==> src/tune_pkg.sv <==
package tune_pkg;
  // ------------------------------------------------------------
  // timing
  // ------------------------------------------------------------
  localparam int CLK_MHZ = 100;
  localparam int WAKE_DELAY_US = 7;
  localparam int SETTLE_TIME_US = 50;
  localparam int WAKE_CYC = WAKE_DELAY_US * CLK_MHZ;
  localparam int SETTLE_CYC = SETTLE_TIME_US * CLK_MHZ;
  // internal wake-up latency, well inside the wake limit
  localparam int WAKE_USE_CYC = 8;
  localparam int CNT_W = 14;
  // ------------------------------------------------------------
  // tune word layout
  // ------------------------------------------------------------
  localparam int WORD_BITS = 16;
  localparam int BAND_BITS = 2;
  localparam int OFFSET_BITS = 8;
  localparam int BAND_HI = 15;
  localparam int BAND_LO = 8;
  localparam int OFFSET_HI = 7;
  localparam int BITCNT_W = 5;
  localparam logic [BITCNT_W-1:0] BITCNT_RESET = 5'h00;
  localparam logic [WORD_BITS-1:0] WORD_RESET = 16'h0000;
endpackage : tune_pkg

==> src/sync_if.sv <==
`timescale 1ns/100ps
interface sync_if;
  logic sclk;
  logic cs_n;
  logic mosi;
  logic stb_n;
  modport src (output sclk, cs_n, mosi, stb_n);
  modport dst (input sclk, cs_n, mosi, stb_n);
endinterface : sync_if

==> src/pin_sync.sv <==
`timescale 1ns/100ps
module pin_sync (
  // clock and reset
  input wire logic clk,
  input wire logic rst_n,
  // raw pins
  input wire logic sclk_pin,
  input wire logic cs_n_pin,
  input wire logic mosi_pin,
  input wire logic stb_n_pin,
  // filtered levels
  sync_if.src q
);
  logic [3:0] s1;
  logic [3:0] s2;
  logic [3:0] s3;
  logic [3:0] lvl;

  // ------------------------------------------------------------
  // three stages; a level changes once stages two and three agree
  // ------------------------------------------------------------
  always_ff @(posedge clk or negedge rst_n) begin
    if (!rst_n) begin
      s1 <= 4'he;
      s2 <= 4'he;
      s3 <= 4'he;
    end else begin
      s1 <= {stb_n_pin, mosi_pin, cs_n_pin, sclk_pin};
      s2 <= s1;
      s3 <= s2;
    end
  end

  genvar g;
  generate
    for (g = 0; g < 4; g++) begin : g_filt
      always_ff @(posedge clk or negedge rst_n) begin
        if (!rst_n) begin
          lvl[g] <= (g != 0) && (g != 2);
        end else if (s2[g] == s3[g]) begin
          lvl[g] <= s3[g];
        end
      end
    end
  endgenerate

  assign q.sclk = lvl[0];
  assign q.cs_n = lvl[1];
  assign q.mosi = lvl[2];
  assign q.stb_n = lvl[3];
endmodule : pin_sync

==> src/filter_tune_command_port.sv <==
`timescale 1ns/100ps
// How it works
// - serial mode 0: clock idles low, data taken on rising edge.
// - a serial command is at least sixteen bits while chip select is low; the first sixteen are kept.
// - serial word arrives high byte first, each byte MSB first.
// - busy rises within 7 us of chip select or strobe falling.
// - tune completes within 50 us of chip select rising.
// - parallel command is ten bits at once: two band, eight offset.
// - upper band pin is band MSB, offset bit 7 is offset MSB.
// - interface select high means parallel, otherwise serial.
// - busy low when idle, high while processing, low when done.
// - first serial byte is band, second byte is offset.
// - serial mode keeps only the two low bits of the band byte.
module filter_tune_command_port (
  // clock and reset
  input wire logic SYS_CLK,
  input wire logic RST_N,
  // mode strap
  input wire logic INTERFACE_SELECT_PIN,
  // serial link
  input wire logic SCLK,
  input wire logic CS_N,
  input wire logic MOSI,
  // parallel port
  input wire logic PARALLEL_LOAD_STROBE_N,
  input wire logic [1:0] BAND_BITS,
  input wire logic [7:0] OFFSET_BITS,
  // status and applied tune
  output logic BUSY,
  output logic TUNE_VALID,
  output logic TUNE_STROBE,
  output logic [1:0] TUNE_BAND,
  output logic [7:0] TUNE_OFFSET,
  output logic PARALLEL_MODE
);
  typedef enum {IDLE, WAKE, SHIFT, SETTLE} state_e;

  sync_if sy ();
  state_e state;
  logic strapped;
  logic sclk_d;
  logic cs_n_d;
  logic stb_n_d;
  logic [tune_pkg::BITCNT_W-1:0] bitcnt;
  logic [tune_pkg::WORD_BITS-1:0] shreg;
  logic [tune_pkg::CNT_W-1:0] timer;
  logic [1:0] par_band;
  logic [7:0] par_offset;
  logic [9:0] dat_s1;
  logic [9:0] dat_s2;
  logic [9:0] dat_s3;
  logic [9:0] dat_lvl;
  logic start;
  logic sclk_rise;
  logic cs_rise;

  // ------------------------------------------------------------
  // pin synchronisers
  // ------------------------------------------------------------
  pin_sync u_sync (
    .clk(SYS_CLK),
    .rst_n(RST_N),
    .sclk_pin(SCLK),
    .cs_n_pin(CS_N),
    .mosi_pin(MOSI),
    .stb_n_pin(PARALLEL_LOAD_STROBE_N),
    .q(sy.src)
  );

  // ------------------------------------------------------------
  // mode strap, caught once after reset release
  // ------------------------------------------------------------
  always_ff @(posedge SYS_CLK or negedge RST_N) begin
    if (!RST_N) begin
      strapped <= 1'b0;
      PARALLEL_MODE <= 1'b0;
    end else if (!strapped) begin
      strapped <= 1'b1;
      PARALLEL_MODE <= INTERFACE_SELECT_PIN;
    end
  end

  // ------------------------------------------------------------
  // edge detection on filtered levels
  // ------------------------------------------------------------
  always_ff @(posedge SYS_CLK or negedge RST_N) begin
    if (!RST_N) begin
      sclk_d <= 1'b0;
      cs_n_d <= 1'b1;
      stb_n_d <= 1'b1;
    end else begin
      sclk_d <= sy.sclk;
      cs_n_d <= sy.cs_n;
      stb_n_d <= sy.stb_n;
    end
  end

  assign sclk_rise = sy.sclk && !sclk_d;
  assign cs_rise = sy.cs_n && !cs_n_d;
  assign start = strapped && (PARALLEL_MODE ? (!sy.stb_n && stb_n_d)
                                            : (!sy.cs_n && cs_n_d));

  // ------------------------------------------------------------
  // parallel data pins, three stages; a bit moves once two agree
  // ------------------------------------------------------------
  // same delay as the strobe path, so pin setup and hold carry over
  always_ff @(posedge SYS_CLK or negedge RST_N) begin
    if (!RST_N) begin
      dat_s1 <= 10'h000;
      dat_s2 <= 10'h000;
      dat_s3 <= 10'h000;
    end else begin
      dat_s1 <= {BAND_BITS, OFFSET_BITS};
      dat_s2 <= dat_s1;
      dat_s3 <= dat_s2;
    end
  end

  always_ff @(posedge SYS_CLK or negedge RST_N) begin
    if (!RST_N) begin
      dat_lvl <= 10'h000;
    end else begin
      dat_lvl <= (dat_s3 & ~(dat_s2 ^ dat_s3))
                 | (dat_lvl & (dat_s2 ^ dat_s3));
    end
  end

  // ------------------------------------------------------------
  // parallel capture at strobe fall
  // ------------------------------------------------------------
  always_ff @(posedge SYS_CLK or negedge RST_N) begin
    if (!RST_N) begin
      par_band <= 2'h0;
      par_offset <= 8'h00;
    end else if (state == IDLE && start && PARALLEL_MODE) begin
      par_band <= dat_lvl[9:8];
      par_offset <= dat_lvl[7:0];
    end
  end

  // ------------------------------------------------------------
  // serial shifter
  // ------------------------------------------------------------
  always_ff @(posedge SYS_CLK or negedge RST_N) begin
    if (!RST_N) begin
      shreg <= tune_pkg::WORD_RESET;
      bitcnt <= tune_pkg::BITCNT_RESET;
    end else if (state == IDLE) begin
      bitcnt <= tune_pkg::BITCNT_RESET;
    end else if (state != SETTLE && !PARALLEL_MODE && !sy.cs_n
                 && sclk_rise && bitcnt < 5'h10) begin
      shreg <= {shreg[14:0], sy.mosi};
      bitcnt <= bitcnt + 5'h01;
    end
  end

  // ------------------------------------------------------------
  // command sequencer
  // ------------------------------------------------------------
  always_ff @(posedge SYS_CLK or negedge RST_N) begin
    if (!RST_N) begin
      state <= IDLE;
      timer <= '0;
      BUSY <= 1'b0;
    end else begin
      case (state)
        IDLE: begin
          // a start while busy never reaches here
          if (start) begin
            state <= WAKE;
            timer <= '0;
          end
        end
        WAKE: begin
          timer <= timer + 14'h0001;
          if (timer == 14'(tune_pkg::WAKE_USE_CYC - 1)) begin
            BUSY <= 1'b1;
            timer <= '0;
            state <= PARALLEL_MODE ? SETTLE : SHIFT;
          end
        end
        SHIFT: begin
          if (bitcnt == 5'h10 && cs_rise) begin
            state <= SETTLE;
            timer <= '0;
          end else if (cs_rise) begin
            state <= IDLE; // short frame dropped
            BUSY <= 1'b0;
          end
        end
        SETTLE: begin
          timer <= timer + 14'h0001;
          // settle counts from the chip select rise (parallel: from end of wake); half the limit
          if (timer == 14'(tune_pkg::SETTLE_CYC / 2)) begin
            state <= IDLE;
            BUSY <= 1'b0;
          end
        end
        default: state <= IDLE;
      endcase
    end
  end

  // ------------------------------------------------------------
  // applied tune
  // ------------------------------------------------------------
  always_ff @(posedge SYS_CLK or negedge RST_N) begin
    if (!RST_N) begin
      TUNE_VALID <= 1'b0;
      TUNE_STROBE <= 1'b0;
      TUNE_BAND <= 2'h0;
      TUNE_OFFSET <= 8'h00;
    end else begin
      TUNE_STROBE <= 1'b0;
      if (state == SETTLE && timer == '0) begin
        TUNE_VALID <= 1'b1;
        TUNE_STROBE <= 1'b1;
        if (PARALLEL_MODE) begin
          TUNE_BAND <= par_band;
          TUNE_OFFSET <= par_offset;
        end else begin
          TUNE_BAND <= shreg[tune_pkg::BAND_LO+:2];
          TUNE_OFFSET <= shreg[tune_pkg::OFFSET_HI:0];
        end
      end
    end
  end
endmodule : filter_tune_command_port

==> config.mk <==
export PLATFORM = sky130hd
export DESIGN_NAME = filter_tune_command_port
export DESIGN_NICKNAME = d
export VERILOG_FILES = /design/src/tune_pkg.sv /design/src/sync_if.sv /design/src/pin_sync.sv /design/src/filter_tune_command_port.sv
export SDC_FILE = /design/constraint.sdc
export NUM_CORES = 1
export LEC_CHECK = 0
export BUFFER_PORTS_ARGS = -buffer_cell sky130_fd_sc_hd__clkbuf_2
export CAP_MARGIN = 0
export CORE_ASPECT_RATIO = 0.8
export CORE_MARGIN = 10
export CORE_UTILIZATION = 30
export DETAILED_ROUTE_END_ITERATION = 7
export MAX_ROUTING_LAYER = met4
export PLACE_DENSITY = 0.55
export SETUP_SLACK_MARGIN = 0.3
export SLEW_MARGIN = 20
export SYNTH_ARGS = -nofsm -noshare
export SYNTH_HDL_FRONTEND = slang
export SYNTH_SLANG_ARGS = --single-unit
==> constraint.sdc <==
create_clock -name SYS_CLK -period 3.5 [get_ports SYS_CLK]
set_input_delay 0.35 -clock SYS_CLK [delete_from_list [all_inputs] [get_ports SYS_CLK]]
set_output_delay 0.35 -clock SYS_CLK [all_outputs]
set_load 0.03 [all_outputs]
==> summary.txt <==
Setup path
  • Critical path's slowest cell: o41ai_4
  • CP max FO: 10
  • Worst path top cell family by delay: compound AO/OA/AOI/OAI gates
  • Worst EP arrival: 2.56 ns
  • CP peak stage delay: 0.67 ns
  • Critical path required time: between 3 and 4 ns
  • CP Buf/Inv Count: 0
  • Crit-path cells: or4_1, o41ai_4, nor3_1, a211o_1
  • Crit Path Class: register to register
  • Element type at the critical path end: register
  • Crit path launch type: register

Clock tree
  • CTS tree: yes
  • Hold buffers post-CTS: 1
  • CTS Buf Count: 17
  • PostCTS Resize Cnt: 0
  • Setup Fix Bufs, Post-CTS: 0
  • Worst-path clk slew: 0.05 ns
  • CTS Buffer Depth: 2
  • Htree depth: 4
  • Clock Latency Late Sink: 0.41 ns
  • Root Driver: clkbuf_16
  • Sink Count: 115

Finish
  • Layout area overhead: 22.9%
  • Ant diodes: 0
  • Layout cells sized above 1: a little under a third
  • NumNets Final: about 370
  • Fin util: 37.5%

Yosys
  • Synth top area cells: dfrtp_1 (59%), dfstp_2 (7.9%), mux2_2 (5.7%)
  • Syn Nets: 326
  • Syn. warnings: 0
  • Top cells by count, synth: dfrtp_1 (102), mux2_2 (22), nor2_1 (15)
  • Post-synthesis sequential area ratio: 66.7%
  • Syn_area_per_cell: 14.2 sq um
  • Synth unique cells: 51
  • Largest area contributor in the netlist: dfrtp_1
  • Mapped Cells: slightly above 300
  • Number of flops mapped to enable cells by yosys: 0
  • Synth async-reset ratio: 100%
  • Top-area cell type share of the netlist area: 58.8%
  • FF+latch count, synth: approximately 120
  • Top-count cell post-synth: dfrtp_1
  • Mapped cell area: 4340 sq um
  • Ys flop type: dfrtp_1

Routing
  • Via density: ~4.6
  • Drt drc: 0
  • TritonRoute pass-1 iters: 4
  • Final WL: a little under 8000 microns
  • Via count: 2,518
  • Post-DRT Antenna Nets: 0
  • Initial DRC count: between 200 and 250
  • DR WL/cell: 14.3 microns

STA
  • Slew headroom: 36.7%
  • RSZ-0062 raised after global routing: false
  • Worst hold margin: 0.0285 ns
  • Final Cycle Share: 65.1%
  • Sum Neg Setup Slack: 0 ns
  • FMAX: approximately 440 MHz
  • Final Max Slew Viols: 0
  • Final min period: between 2 and 2.5 ns
  • Worst Skew: between 0.009 and 0.01 ns
  • Min setup slack post-route: 1.22 ns
  • Final hold violations: 0
  • Slew @ Worst Pin: 0.945 ns
  • Final setup viols: 0

GRT
  • Remaining global-route overflow: 0
  • Number of global-route vias before repair: 2,625
  • First-pass GRT wire length: 13,500 microns
  • Initial antenna violation count: 0
  • Total GRT Usage: 8.81%
  • Pin count of the biggest net entering global routing: 71

Floorplanning
  • Die H: 128 microns
  • Starting Density: 30.5%
  • Die width: between 150 and 200 microns
  • Row cnt: 39
  • Core footprint: 14,200 sq um
  • I/O pin total: 31
  • Die ar.: slightly below 20,000 sq um

Place
  • Port Buffers: 30
  • DP Wirelength: approximately 5000 microns
  • GP Congestion: 0.805
  • Post-place setup slack: ~1.3 ns

Pwr
  • LEAKAGE: between 0.002 and 0.003 uW
  • PwrDens: approximately 800 nW/um^2
  • VDD IR max: 0.000378 V

Status
  • Outcome: finished clean

Min path
  • Min-delay worst type: primary input to register

Job
  • Max-cap violations: 0
through the flow:
step           total power [uW]  area [sq um]  cells
3_5_place_dp               2500          4700    511
2_1_floorplan              2270          4340    305
5_1_grt                    4490          5340    544
4_1_cts                    4330          5340    544
6_report                   4260          5340    544
3_3_place_gp               2470          4700    511
metal layers:
metal  share of wire, %  up-vias  wire length (microns)  global-route usage [%]
li1                   -     1195                      -                       -
met1                 52     1278                   4000                    11.7
met2                 44       35                   3400                    11.5
met3                3.0       10                    229                    2.88
met4                1.6        0                    123                    4.83
met5                  0        -                      0                       -
where the power goes:
part | leakage (uW) | internal, uW | switching, uW | total, uW
Clock | 0.000305 | 1200 | 590 | 1790
Sequential | 0.00141 | 1560 | 179 | 1740
Combinational | 0.000789 | 299 | 430 | 729
state kept, by name, indices dropped and copies added (netlist names), 5 cells and up, named ones only:
| name | count |
|---|---|
| bitcnt | 5 |
| dat_s2 | 10 |
| TUNE_OFFSET | 8 |
| dat_s3 | 10 |
| par_offset | 8 |
| timer | 14 |
| shreg | 10 |
| dat_s1 | 10 |
cell type report:
class                      instances  area (sq um)
clock buffer                      18           439
clock inverter                    14           186
fill                            1363          8910
inverter                           4          15.0
multi-input combinational        173          1370
sequential                       115          2890
tap                              184           230
timing repair buffer              36           200
kinds of logic (layout without fill, tap and decap cells):
| group | after synthesis | in the layout | share of synthesized area (%) |
|---|---|---|---|
| XOR/XNOR | 4 | 4 | 0.807 |
| AO/OA/AOI/OAI | 36 | 36 | 6.89 |
| buffers and inverters | 17 | 72 | 1.87 |
| AND/OR/NAND/NOR | 80 | 80 | 10.8 |
| flip-flops | 115 | 115 | 66.7 |
| adder cells (fa/ha/maj) | 18 | 18 | 4.38 |
| multiplexers | 34 | 34 | 8.47 |
| other | 1 | 1 | 0.0864 |
final timing paths:
check	startpoint	endpoint	slack [ns]	depth (start not counted)
worst max-delay path	timer[8]	timer[4]	1.22	4
worst min-delay path	CS_N	u_sync.s1[1]	0.03	1
worst max register to register	timer[8]	timer[4]	1.22	4
worst min register to register	dat_s1[4]	dat_s2[4]	0.34	0
max in group asynchronous	RST_N	bitcnt[2]	2.58	2
min in group asynchronous	RST_N	dat_s1[4]	0.07	1
cells in the final DEF, fill, tap and decap left out, types with 5 or more instances in the layout:
cell | netlist | layout
dfstp_2 | 13 | 13
and3_1 | 14 | 14
nand4_1 | 6 | 6
mux2i_1 | 12 | 12
clkinv_2 | 0 | 5
buf_4 | 0 | 6
nor3_1 | 12 | 12
dfrtp_1 | 102 | 102
maj3_1 | 14 | 14
clkbuf_2 | 0 | 29
a211o_1 | 10 | 10
nor2_1 | 15 | 15
a21oi_1 | 11 | 11
nand3_1 | 6 | 6
clkbuf_16 | 0 | 17
mux2_2 | 22 | 22
Note: power is estimated with default switching activity, not from simulation.
